==> src/inc/etc_pkg.sv <==
// Purpose: Shared constants for the external trigger conditioning block
// Assumes: 32-bit APB register bus, one timer kernel clock
// Notes:   Filter code tables are held here as functions
package etc_pkg;

    // Register byte offsets
    localparam logic [11:0] CTRL_OFFSET   = 12'h000;
    localparam logic [11:0] STATUS_OFFSET = 12'h004;

    // Control register field positions
    localparam int MODE1_EN_BIT   = 0;
    localparam int TRIG_SRC_LSB   = 4;
    localparam int FILT_SEL_LSB   = 8;
    localparam int PRESC_SEL_LSB  = 12;
    localparam int MODE2_EN_BIT   = 14;
    localparam int POLARITY_BIT   = 15;

    // Status register field positions
    localparam int ST_FILTERED_BIT  = 0;
    localparam int ST_PRESCALED_BIT = 1;
    localparam int ST_SLAVE_TRG_BIT = 2;

    // Reset value of the control register
    localparam logic [31:0] CTRL_RESET = 32'h0000_0000;

    // Codes
    localparam logic [3:0] FILT_OFF      = 4'h0;
    localparam logic [2:0] TRIG_SRC_FILT = 3'h7;
    localparam logic [1:0] PRESC_DIV1    = 2'h0;
    localparam logic [1:0] PRESC_DIV2    = 2'h1;
    localparam logic [1:0] PRESC_DIV4    = 2'h2;

    // Sampling divider minus one for each filter code
    function automatic logic [4:0] etc_filt_div_m1(input logic [3:0] code);
        case (code)
            4'h4, 4'h5:       etc_filt_div_m1 = 5'h01;
            4'h6, 4'h7:       etc_filt_div_m1 = 5'h03;
            4'h8, 4'h9:       etc_filt_div_m1 = 5'h07;
            4'ha, 4'hb, 4'hc: etc_filt_div_m1 = 5'h0f;
            4'hd, 4'he, 4'hf: etc_filt_div_m1 = 5'h1f;
            default:          etc_filt_div_m1 = 5'h00;
        endcase
    endfunction

    // Filter length minus one for each filter code
    function automatic logic [2:0] etc_filt_len_m1(input logic [3:0] code);
        case (code)
            4'h1:             etc_filt_len_m1 = 3'h1;
            4'h2:             etc_filt_len_m1 = 3'h3;
            4'h4, 4'h6, 4'h8,
            4'hb, 4'he:       etc_filt_len_m1 = 3'h5;
            4'ha, 4'hd:       etc_filt_len_m1 = 3'h4;
            4'h0:             etc_filt_len_m1 = 3'h0;
            default:          etc_filt_len_m1 = 3'h7;
        endcase
    endfunction

    // Index into the master trigger bus (bit k is timer k+1) per slave timer and input
    function automatic logic [2:0] etc_master_idx(input int slave, input logic [1:0] itr);
        logic [11:0] map;
        map = 12'h000;
        case (slave)
            3:       map = {3'h3, 3'h4, 3'h1, 3'h0};
            4:       map = {3'h7, 3'h2, 3'h1, 3'h0};
            5:       map = {3'h7, 3'h3, 3'h2, 3'h1};
            default: map = {3'h3, 3'h2, 3'h7, 3'h0};
        endcase
        etc_master_idx = map[itr*3 +: 3];
    endfunction

endpackage

==> src/etc_filter.sv <==
// Purpose: Digital sampling filter for the prescaled external trigger
// Assumes: Input synchronous to i_clk; dead-time sampling clock equals i_clk
// Notes:   A change of filter code restarts the sampling divider
`timescale 1ns/100ps
`default_nettype none
module etc_filter (
    input  wire logic       i_clk,
    input  wire logic       i_reset,
    input  wire logic [3:0] i_filter_sel,
    input  wire logic       i_din,
    output logic            o_dout
);
    logic [3:0] code_q;
    logic [4:0] div_cnt;
    logic [4:0] div_m1;
    logic [2:0] len_m1;
    logic [2:0] run_cnt;
    logic       sample_en;

    assign div_m1 = etc_pkg::etc_filt_div_m1(i_filter_sel);
    assign len_m1 = etc_pkg::etc_filt_len_m1(i_filter_sel);

    // Sampling divider, restarted on a code change so no short gap is seen
    always_ff @(posedge i_clk or posedge i_reset) begin
        if (i_reset) begin
            div_cnt <= 5'h00;
            code_q  <= 4'h0;
        end else begin
            code_q <= i_filter_sel;
            if (code_q != i_filter_sel || div_cnt == div_m1) begin
                div_cnt <= 5'h00;
            end else begin
                div_cnt <= div_cnt + 5'h01;
            end
        end
    end
    assign sample_en = (div_cnt == div_m1) && (code_q == i_filter_sel); // see RULE1

    // Count consecutive samples that disagree with the output
    always_ff @(posedge i_clk or posedge i_reset) begin
        if (i_reset) begin
            o_dout  <= 1'b0;
            run_cnt <= 3'h0;
        end else if (i_filter_sel == etc_pkg::FILT_OFF) begin
            o_dout  <= i_din;                  // see RULE10
            run_cnt <= 3'h0;
        end else if (sample_en) begin
            if (i_din == o_dout) begin
                run_cnt <= 3'h0;               // Agreeing sample breaks the run
            end else if (run_cnt == len_m1) begin
                o_dout  <= i_din;              // see RULE2
                run_cnt <= 3'h0;
            end else begin
                run_cnt <= run_cnt + 3'h1;
            end
        end
    end

    // Helper: cycles since the previous sample strobe
    logic [5:0] gap;
    logic       gap_valid;
    always_ff @(posedge i_clk or posedge i_reset) begin
        if (i_reset) begin
            gap       <= 6'h00;
            gap_valid <= 1'b0;
        end else if (sample_en || code_q != i_filter_sel) begin
            gap       <= 6'h00;
            gap_valid <= sample_en;
        end else begin
            gap <= gap + 6'h01;
        end
    end

    AST_SAMPLE_SPACING: assert property (@(posedge i_clk) disable iff (i_reset) // see RULE1
        (sample_en && gap_valid && i_filter_sel != etc_pkg::FILT_OFF) |-> (gap == {1'b0, div_m1}))
        else $error("Filter sample spacing does not match divider");
    AST_FILTER_RUN: assert property (@(posedge i_clk) disable iff (i_reset) // see RULE2
        ($changed(o_dout) && $stable(i_filter_sel) && i_filter_sel != etc_pkg::FILT_OFF)
        |-> ($past(sample_en) && $past(run_cnt) == len_m1 && $past(i_din) == o_dout))
        else $error("Filter output changed without a full run of samples");
    AST_FILTER_OFF: assert property (@(posedge i_clk) disable iff (i_reset) // see RULE10
        (i_filter_sel == etc_pkg::FILT_OFF && $past(i_filter_sel) == etc_pkg::FILT_OFF) |-> o_dout == $past(i_din))
        else $error("Disabled filter does not follow its input");
    CVR_LONG_FILTER: cover property (@(posedge i_clk) disable iff (i_reset)
        i_filter_sel == 4'hf && $changed(o_dout));

endmodule // etc_filter
`default_nettype wire

==> src/etc_top.sv <==
// Purpose: External trigger conditioning and trigger source selection for a timer
// Assumes: APB slave with zero wait states; all inputs synchronous to i_clk
// Notes:   Counter and slave mode controller sit outside; o_count_tick drives the counter
//
// Summary of operation
// RULE1: Filter samples at kernel clock over DIV; codes 1010-1111 give DIV 16/32.
// RULE2: Filter output flips only after N consecutive samples agree on the new level.
// RULE3: Prescaler field 13:12 divides trigger by 1, 2, 4 or 8.
// RULE4: Software keeps the prescaled trigger at most a quarter of kernel clock.
// RULE5: Clock mode 2 enable bit 14 clocks the counter from the filtered trigger.
// RULE6: Software must not pick filtered trigger as slave input when mode 2 is on.
// RULE7: With clock modes 1 and 2 both on, count from the filtered trigger.
// RULE8: Polarity bit 15 clear keeps trigger uninverted; set inverts it.
// RULE9: Source codes 000-011 select internal triggers 0-3 wired to fixed master timers.
// RULE10: Filter code 0000 disables filtering; trigger simply sampled each clock.
// RULE11: Stages run in order polarity, prescaler, filter; filter output feeds selection.
`timescale 1ns/100ps
`default_nettype none
module etc_top #(
    parameter int SLAVE_TIMER = 2,
    parameter int ADDR_W      = 12
) (
    input  wire logic              i_clk,
    input  wire logic              i_reset,
    input  wire logic              i_psel,
    input  wire logic              i_penable,
    input  wire logic              i_pwrite,
    input  wire logic [ADDR_W-1:0] i_paddr,
    input  wire logic [31:0]       i_pwdata,
    output logic [31:0]            o_prdata,
    output logic                   o_pready,
    output logic                   o_pslverr,
    input  wire logic              i_ext_trigger_in,
    input  wire logic [7:0]        i_master_trigger,
    input  wire logic [2:0]        i_channel_trigger,
    output logic                   o_ext_trigger_prescaled,
    output logic                   o_ext_trigger_filtered,
    output logic                   o_slave_trigger_input,
    output logic                   o_count_tick
);
    logic [31:0] ctrl;
    logic        mode1_en;
    logic [2:0]  trigger_source_sel;
    logic [3:0]  ext_trig_filter_sel;
    logic [1:0]  ext_trig_prescale_sel;
    logic        ext_clock_mode2_en;
    logic        ext_trig_polarity;
    logic        addr_hit;
    logic        pol_q;
    logic        pol_d;
    logic        pol_rise;
    logic [2:0]  edge_cnt;
    logic        next_slave_trigger;
    logic        clk_src;
    logic        clk_src_d;
    logic [3:0]  internal_trigger;

    // Control fields
    assign mode1_en              = ctrl[etc_pkg::MODE1_EN_BIT];
    assign trigger_source_sel    = ctrl[etc_pkg::TRIG_SRC_LSB +: 3];
    assign ext_trig_filter_sel   = ctrl[etc_pkg::FILT_SEL_LSB +: 4];
    assign ext_trig_prescale_sel = ctrl[etc_pkg::PRESC_SEL_LSB +: 2];
    assign ext_clock_mode2_en    = ctrl[etc_pkg::MODE2_EN_BIT];
    assign ext_trig_polarity     = ctrl[etc_pkg::POLARITY_BIT];

    // APB decode; only two words are mapped
    always_comb begin
        if (i_paddr[11:0] == etc_pkg::CTRL_OFFSET) begin
            addr_hit = 1'b1;
        end else if (i_paddr[11:0] == etc_pkg::STATUS_OFFSET) begin
            addr_hit = 1'b1;
        end else begin
            addr_hit = 1'b0;
        end
    end
    assign o_pready  = i_psel & i_penable;
    assign o_pslverr = o_pready & ~addr_hit;  // Unmapped words answer with an error

    // Control register write, taken at the access edge; reserved bits dropped
    always_ff @(posedge i_clk or posedge i_reset) begin
        if (i_reset) begin
            ctrl <= etc_pkg::CTRL_RESET;
        end else if (o_pready && i_pwrite && i_paddr[11:0] == etc_pkg::CTRL_OFFSET) begin
            ctrl <= i_pwdata & 32'h0000_ff71;  // Bit 7 belongs to the slave controller, not here
        end
    end

    // Read data latched in the setup cycle so the data output comes from a flop
    always_ff @(posedge i_clk or posedge i_reset) begin
        if (i_reset) begin
            o_prdata <= 32'h0000_0000;
        end else if (i_psel && !i_penable && !i_pwrite) begin
            if (i_paddr[11:0] == etc_pkg::CTRL_OFFSET) begin
                o_prdata <= ctrl;
            end else if (i_paddr[11:0] == etc_pkg::STATUS_OFFSET) begin
                o_prdata <= {29'h0, o_slave_trigger_input, o_ext_trigger_prescaled, o_ext_trigger_filtered};
            end else begin
                o_prdata <= 32'h0000_0000;
            end
        end
    end

    // Polarity stage, first in the chain
    always_ff @(posedge i_clk or posedge i_reset) begin
        if (i_reset) begin
            pol_q <= 1'b0;
            pol_d <= 1'b0;
        end else begin
            pol_q <= i_ext_trigger_in ^ ext_trig_polarity;  // see RULE8 RULE11
            pol_d <= pol_q;
        end
    end
    assign pol_rise = pol_q & ~pol_d;

    // Prescaler: an edge counter bit toggles once per 1, 2 or 4 active edges, giving one output period per 2, 4 or 8 edges.
    // Software must keep its output slow enough for the filter to see every level.
    always_ff @(posedge i_clk or posedge i_reset) begin
        if (i_reset) begin
            edge_cnt                <= 3'h0;
            o_ext_trigger_prescaled <= 1'b0;
        end else begin
            edge_cnt <= edge_cnt + {2'h0, pol_rise};
            case (ext_trig_prescale_sel)  // see RULE3 RULE4
                etc_pkg::PRESC_DIV1: o_ext_trigger_prescaled <= pol_q;
                etc_pkg::PRESC_DIV2: o_ext_trigger_prescaled <= edge_cnt[0];
                etc_pkg::PRESC_DIV4: o_ext_trigger_prescaled <= edge_cnt[1];
                default:             o_ext_trigger_prescaled <= edge_cnt[2];
            endcase
        end
    end

    // Sampling filter, last stage before selection
    etc_filter u_filter (
        .i_clk        (i_clk),
        .i_reset      (i_reset),
        .i_filter_sel (ext_trig_filter_sel),
        .i_din        (o_ext_trigger_prescaled),  // see RULE11
        .o_dout       (o_ext_trigger_filtered)
    );

    // Internal trigger wiring from fixed master timers
    genvar g;
    generate
        for (g = 0; g < 4; g++) begin : g_itr
            assign internal_trigger[g] = i_master_trigger[etc_pkg::etc_master_idx(SLAVE_TIMER, 2'(g))];
        end
    endgenerate

    // Slave trigger selection
    always_comb begin
        case (trigger_source_sel)
            3'h0, 3'h1, 3'h2, 3'h3: next_slave_trigger = internal_trigger[trigger_source_sel[1:0]]; // see RULE9
            3'h4:    next_slave_trigger = i_channel_trigger[0];
            3'h5:    next_slave_trigger = i_channel_trigger[1];
            3'h6:    next_slave_trigger = i_channel_trigger[2];
            default: next_slave_trigger = o_ext_trigger_filtered;
        endcase
    end

    // Counting clock source; mode 2 wins over mode 1
    assign clk_src = ext_clock_mode2_en ? o_ext_trigger_filtered  // see RULE5 RULE7
                   : (mode1_en & o_slave_trigger_input);
    always_ff @(posedge i_clk or posedge i_reset) begin
        if (i_reset) begin
            o_slave_trigger_input <= 1'b0;
            clk_src_d             <= 1'b0;
            o_count_tick          <= 1'b0;
        end else begin
            o_slave_trigger_input <= next_slave_trigger;
            clk_src_d             <= clk_src;
            o_count_tick          <= (ext_clock_mode2_en | mode1_en) & clk_src & ~clk_src_d; // see RULE5
        end
    end

    AST_POLARITY: assert property (@(posedge i_clk) disable iff (i_reset) // see RULE8
        $stable(ext_trig_polarity) |-> pol_d == $past(i_ext_trigger_in ^ ext_trig_polarity, 2))
        else $error("Polarity stage does not follow input and polarity bit");
    AST_PRESC_PASS: assert property (@(posedge i_clk) disable iff (i_reset) // see RULE3
        (ext_trig_prescale_sel == etc_pkg::PRESC_DIV1 && $stable(ext_trig_prescale_sel))
        |-> o_ext_trigger_prescaled == $past(pol_q))
        else $error("Undivided prescaler does not pass the trigger");
    AST_PRESC_DIV2: assert property (@(posedge i_clk) disable iff (i_reset) // see RULE3
        (ext_trig_prescale_sel == etc_pkg::PRESC_DIV2 && $past(ext_trig_prescale_sel) == etc_pkg::PRESC_DIV2
         && $past(ext_trig_prescale_sel, 2) == etc_pkg::PRESC_DIV2 && $changed(o_ext_trigger_prescaled))
        |-> $past(pol_rise, 2))
        else $error("Divide-by-two output changed without an input edge");
    AST_MODE2_TICK: assert property (@(posedge i_clk) disable iff (i_reset) // see RULE5
        (ext_clock_mode2_en && $rose(o_ext_trigger_filtered)) |=> o_count_tick)
        else $error("Filtered trigger edge did not clock the counter");
    AST_MODE12_SRC: assert property (@(posedge i_clk) disable iff (i_reset) // see RULE7
        (o_count_tick && $past(ext_clock_mode2_en) && $past(mode1_en))
        |-> $past(o_ext_trigger_filtered) && !$past(clk_src_d))
        else $error("Counting clock not taken from the filtered trigger");
    AST_ITR_SELECT: assert property (@(posedge i_clk) disable iff (i_reset) // see RULE9
        ($past(trigger_source_sel) == 3'h1) |-> o_slave_trigger_input == $past(internal_trigger[1]))
        else $error("Internal trigger 1 not routed to slave input");
    AST_CHAIN_ORDER: assert property (@(posedge i_clk) disable iff (i_reset) // see RULE11
        (ext_trig_filter_sel == etc_pkg::FILT_OFF && $past(ext_trig_filter_sel) == etc_pkg::FILT_OFF)
        |-> o_ext_trigger_filtered == $past(o_ext_trigger_prescaled))
        else $error("Filter is not fed from the prescaler");
    AST_NO_TICK_IDLE: assert property (@(posedge i_clk) disable iff (i_reset) // see RULE5
        ($past(!ext_clock_mode2_en && !mode1_en)) |-> !o_count_tick)
        else $error("Counter ticked with no external clock mode");

    CVR_MODE2_COUNT: cover property (@(posedge i_clk) disable iff (i_reset) ext_clock_mode2_en && o_count_tick);
    CVR_DIV8: cover property (@(posedge i_clk) disable iff (i_reset)
        ext_trig_prescale_sel == 2'h3 && $rose(o_ext_trigger_prescaled));
    CVR_INVERTED: cover property (@(posedge i_clk) disable iff (i_reset)
        ext_trig_polarity && $rose(o_ext_trigger_filtered));

endmodule // etc_top
`default_nettype wire

==> config.mk <==
export PLATFORM = sky130hd
export DESIGN_NAME = etc_top
export DESIGN_NICKNAME = d
export VERILOG_FILES = /design/src/inc/etc_pkg.sv /design/src/etc_filter.sv /design/src/etc_top.sv
export SDC_FILE = /design/constraint.sdc
export NUM_CORES = 1
export LEC_CHECK = 0
export ABC_AREA = 1
export BUFFER_PORTS_ARGS = -buffer_cell sky130_fd_sc_hd__buf_2
export CAP_MARGIN = 10
export CELL_PAD_IN_SITES_DETAIL_PLACEMENT = 0
export CELL_PAD_IN_SITES_GLOBAL_PLACEMENT = 1
export CORE_MARGIN = 3
export CORE_UTILIZATION = 31
export DETAILED_ROUTE_END_ITERATION = 10
export PLACE_DENSITY_LB_ADDON = 0.1
export SKIP_LAST_GASP = 1
export SYNTH_ARGS = -nofsm -noshare
export SYNTH_HDL_FRONTEND = slang
export SYNTH_SLANG_ARGS = --single-unit
export TNS_END_PERCENT = 1
==> constraint.sdc <==
create_clock -name i_clk -period 1.6 [get_ports i_clk]
set_input_delay 0.24 -clock i_clk [delete_from_list [all_inputs] [get_ports i_clk]]
set_output_delay 0.24 -clock i_clk [all_outputs]
set_load 0.1 [all_outputs]
; ---- Word level (Yosys, flattened, before mapping)
; Memories as Yosys holds them, arrays and structs flattened.
; Cells that the tools add are included.
[totals]
register_bits = 66
romBits = 128
inputBits = 61
out_inout_bits = 38
word_cells = 79
n_memories = 2
[op_classes]
n_addsub = 3
n_lt_le_gt_ge = 1
n_eq_ne = 15
mux = 18
n_bitwise = 11
reduce_logical = 16
[mem_list]
columns = memory, depth, width, rd, rd_ports_with_merged_regs, write_ports, line_no
row1 = (no name shown), 16, 5, 1, 0, 0, etc_pkg.sv:35  ; case (code)
row2 = (no name shown), 16, 3, 1, 0, 0, etc_pkg.sv:47  ; case (code)
[ops]
columns = operator, n
row1 = 16-bit two-way mux, 1
row2 = 3-bit two-way mux, 5
row3 = 12-bit by 3-bit == test with 1-bit output (second input constant), 1
row4 = 12-bit zero test, 1
row5 = 3-bit == test (second input constant), 3
row6 = 1-bit two-way mux, 8
row7 = 1-bit bitwise AND, 6
row8 = 3-bit by 2-bit == test with 1-bit output (second input constant), 2
row9 = 5-bit by 1-bit adder with 5-bit output (second input constant), 1
row10 = 5-bit == test, 1
row11 = 1-bit logical AND, 5
row12 = 5-bit two-way mux, 1
row13 = 4-bit == test, 1
row14 = 4-bit zero test, 1
row15 = 4-bit inequality test, 1
row16 = 1-bit case mux with 4 select lines, 1
row17 = 2-bit nonzero test, 2
row18 = 4-bit OR reduction, 1
row19 = 3-bit by 1-bit adder with 3-bit output, 1
row20 = 3-bit by 1-bit adder with 3-bit output (second input constant), 1
row21 = 3-bit by 1-bit == test with 1-bit output (second input constant), 1
row22 = 3-bit == test, 1
row23 = 3-bit zero test, 1
row24 = 2-bit by 3-bit < comparator with 1-bit output (second input constant), 1
row25 = other kinds (13), 16

; ---- Longest topological paths before layout
; An unclocked memory read counts as a cell.
[logic_depth]
word_depth = 6
ltp_mapped = 12
mapped_depth_nobuf = 12

; ---- Modules after synthesis
; Synthesis repeated with hierarchy kept, for this count alone.
[unflattened]
cells_unflattened = 336
hier_area_um2 = 2760.1
[modules_own_cells]
columns = module, n_inst, cells_each, area_each_um2, seq_area_each_um2
row1 = etc_top, 1, 201, 1793.0, 875.8
row2 = etc_filter, 1, 135, 967.2, 325.3

; ---- Worst setup path after synthesis
; Ideal clock, no wire load.
[synth_timing]
path_kind = input to output
startpoint = input port i_paddr[11]
endpoint = output port o_pslverr
t_arrival_ns = 1.850
required_ns = 1.360
path_slack_ns = -0.490
path_stages = 4
path_buffers = 0
path_cell_list = nor2_1 -> nand2_1 -> nor2_1 -> a21oi_1
[synth_between]
elab_chain_len = 5
[synth_lines]
columns = element, line_no
row1 = start: declaration, etc_top.sv:28  ; input wire logic [ADDR_W-1:0] i_paddr,
row2 = 12-bit by 3-bit == test with 1-bit output, etc_top.sv:70  ; end else if (i_paddr[11:0] == etc_pkg::STATUS_OFFSET) begin
row3 = 1-bit two-way mux, etc_top.sv:70
row4 = 1-bit two-way mux (*), etc_top.sv:68  ; if (i_paddr[11:0] == etc_pkg::CTRL_OFFSET) begin
row5 = 1-bit inverter (*), etc_top.sv:77  ; assign o_pslverr = o_pready & ~addr_hit;
row6 = 1-bit bitwise AND (*), etc_top.sv:77
row7 = end: declaration, etc_top.sv:32  ; output logic o_pslverr,
; Every way passes the cells marked *; elsewhere a longest branch is shown, timed or not.

; ---- Worst setup path after layout
[layout_timing]
startpoint = register ctrl[10]
endpoint = register u_filter.o_dout
[layout_between]
elab_chain_len = 5
[layout_lines]
columns = element, line_no
row1 = start: declaration, etc_top.sv:41  ; logic [31:0] ctrl;
row2 = start signal: assignment, etc_top.sv:82  ; ctrl <= etc_pkg::CTRL_RESET;
row3 = start signal: assignment, etc_top.sv:84  ; ctrl <= i_pwdata & 32'h0000_ff71;
row4 = memory read 16 x 5 bit, --
row5 = 5-bit == test, etc_filter.sv:37  ; assign sample_en = (div_cnt == div_m1) && (code_q == i_filter_sel);
row6 = 1-bit logical AND, etc_filter.sv:37
row7 = 2-bit nonzero test (no source line), --
row8 = 3-bit AND reduction (no source line), --
row9 = end signal: assignment, etc_filter.sv:45  ; o_dout <= i_din;
row10 = end signal: assignment, etc_filter.sv:51  ; o_dout <= i_din;
row11 = end: declaration, etc_filter.sv:11  ; output logic o_dout
; Parallel ways exist; a longest one is shown, timed or not.
; A chain may end at the register's enable or synchronous reset.

==> impl_metrics.ini <==
[run_status]
status = finished clean

[final_layout]
final_cells = 499
syn_to_final_growth_pct = 30.36
final.fill_count = 847
diodes = 0
drive_gt1_frac = 0.3098
fin_nets = 468

[routing]
dr.first_iter.drc_count = 56
drt_wl_total_um = 5823
dr.pass1.iters = 4
via_per_inst = 4.293
ant_nets = 0
drc = 0
wl_per_cell_um = 11.67
vias = 2142

[clock_tree]
htreeDepth = 2
cts_tree = done
root_buffer = clkbuf_8
cts_sinks = 48
worstSkewPairLatency_ps = 290
clk_pin_slew_worst_paths_ps = 90
cts_max_path_buffers = 2
cts_inserted_buffers = 5

[synth]
ys_seq_elements = 48
async_flop_share = 1.000
synth_edf_count = 0
syn-cell-area_mm2 = 0.002555
yosys_warnings = 0
ys_seq_area_frac = 0.4701
synth.distinct_cells = 28
synth_cells = 311
synthFlopType = dfrtp_1
avgSynthCellArea_um2 = 8.215

[critical_path]
cp_top_family = simple AND/OR/NAND/NOR gates
path_depth = 11
worstSetupStartpointType = flop
crit_fanout = 7
crit_top_cell = nand2_1
worstPathCellList = buf_4 -> inv_2 -> nand2_2 -> nand3b_1 -> nand2_1 -> nor2_2 -> nand3_4 -> nor2_4 -> nand2_1 -> nand3_1 -> nand2_1
worst_path_max_delay_cell = dfrtp_2
critPathMaxStageDelay_ps = 460
r2r_cells = 11
path_class = reg -> reg
path_buf_inv = 2
required_ps = 1790
cp-end-kind = flop
arrival_ps = 1770

[floorplan]
fp.dieH_um = 96.79
start_util = 0.3256
fp.coreArea_mm2 = 0.007848
die_w_um = 96.79
ioPinCount = 99
dieArea_mm2 = 0.009367
rows = 32

[pwr]
p_leak_nw = 1.766
ir_drop_uv = 419.4
total_power_mw = 2.863
power_density_mw_per_mm2 = 859.6

[min_path]
hp-class = in -> reg
hold_depth = 2

[global_routing]
grt_pass1_wl_um = 9770
grt_overflow = 0
first_global_vias = 2065
antenna_found_initial = 0
grt.total_usage = 0.1257
grt_max_degree = 30

[timing]
timing.final.crit_share = 0.9888
worst_pin_slew_ps = 667.5
fmax_mhz = 632.1
slew_headroom = 0.5545
rsz0062_at_grt = true
period_minus_slack_ps = 1582
layout_setup_ws_ps = 17.88
holdWs_ps = 118.2
setup-violations-final = 0
finalHoldViolCount = 0
finalClockSkew_ps = 5.544
finalMaxSlewViolations = 0

[placement]
dp.cells = 483
place_worst_setup_slack_ps = -90.42
place.port_buffers = 56
hpwl_um = 4441
place.gp.congestion = 0.7022

[job]
drv_cap = 0
[report_power, final]
part           switching (mW)  internal [mW]
clock network           0.405          0.615
logic                   0.396          0.129
registers              0.0474           1.27
total                   0.849           2.01
[stage by stage]
step / cell area (um^2) / TNS, ps / util
5_1_grt: 3331 / -397.3 / 0.4244
4_1_cts: 3199 / 0 / 0.4077
2_1_floorplan: 2623 / -931.3 / -
3_5_place_dp: 3044 / -233.3 / 0.3879
3_3_place_gp: 3044 / -169.9 / 0.3879
6_report: 3331 / 0 / 0.4244
[layer usage]
| metal | part of all wire | global-route usage | routed length, um | up-vias |
|---|---|---|---|---|
| met5 | 0 | 0 | 0 | - |
| met4 | 0.0091 | 0.02592 | 53 | 0 |
| met3 | 0.060 | 0.03244 | 351 | 4 |
| met2 | 0.46 | 0.2081 | 2688 | 56 |
| met1 | 0.47 | 0.1664 | 2730 | 965 |
| li1 | - | - | - | 1117 |
[cell usage after synthesis, types with 5 or more instances]
cell | instances | share of area
buf_4 | 18 | 0.053
dfrtp_1 | 48 | 0.47
a21oi_1 | 9 | 0.018
nor2_1 | 19 | 0.028
xor2_1 | 5 | 0.017
o21ai_0 | 22 | 0.043
nand2_1 | 86 | 0.13
nand3_1 | 17 | 0.033
inv_1 | 38 | 0.056
o31ai_1 | 8 | 0.024
ha_1 | 10 | 0.049
xnor2_1 | 6 | 0.021
[logic make-up after synthesis]
kind of cell,after synthesis,share of synthesized area
and+or+nand+nor,131,0.2135
DFF,48,0.4701
AOI/OAI and AO/OA,45,0.09941
adders and majority gates,10,0.04897
other,1,0.001468
xor gates and xnor gates,11,0.03771
buffers and inverters,65,0.1288
[layout by cell type (no fill, tap or decap), types with 3 or more instances in the layout]
cell type  instances
inv_1             35
nand3_2            4
o21ai_1            3
conb_1            18
inv_2              5
buf_2             55
xor2_1             5
nand2_1           83
nand3_1           12
dfrtp_1           46
clkbuf_8           5
nor2_1            15
nor2_4             3
a21oi_2            3
a21oi_1            6
ha_1               8
o31ai_1            8
xnor2_1            6
nand2_2            5
buf_4             28
o21ai_0           21
[final timing paths]
| path | from | to | slack, ps |
|---|---|---|---|
| min reg2reg | pol_q$_DFF_PP0_ | pol_d$_DFF_PP0_ | 390 |
| min in group asynchronous | i_reset | u_filter.div_cnt[2]$_DFF_PP0_ | 490 |
| max reg2reg | ctrl[10]$_DFFE_PP0P_ | u_filter.o_dout$_DFFE_PP0P_ | 20 |
| min | i_ext_trigger_in | pol_q$_DFF_PP0_ | 120 |
| max | ctrl[10]$_DFFE_PP0P_ | u_filter.o_dout$_DFFE_PP0P_ | 20 |
| max in group asynchronous | i_reset | ctrl[11]$_DFFE_PP0P_ | 580 |
[sequential cells by signal (all words and copies together), names as in the netlist]
| signal | flops |
|---|---|
| o_count_tick | 1 |
| u_filter.run_cnt | 3 |
| u_filter.div_cnt | 5 |
| u_filter.o_dout | 1 |
| pol_q | 1 |
| clk_src_d | 1 |
| o_ext_trigger_prescaled | 1 |
| pol_d | 1 |
| ctrl | 12 |
| o_slave_trigger_input | 1 |
| o_prdata | 14 |
| edge_cnt | 3 |
| u_filter.code_q | 4 |
[timing repair]
| item | CTS | global route |
|---|---|---|
| setup buffers | 0 | 8 |
| hold buffers | 1 | 0 |
| resized for setup | 8 | 19 |
| endpoints found under the hold margin | 19 | 0 |
| pin swaps | 0 | 11 |
| setup endpoints to repair | 4 | 5 |
[layout make-up]
class	count	area, um^2	share of cell area
clock buffer	5	68.82	0.02066
clock inverter	2	60.06	0.01803
inverter	40	150.1	0.04508
multi-input combinational	215	1174	0.3524
sequential	48	1204	0.3614
tap	102	127.6	0.03832
timing repair buffer	87	546.8	0.1642
(Power assumes the default switching activity.)
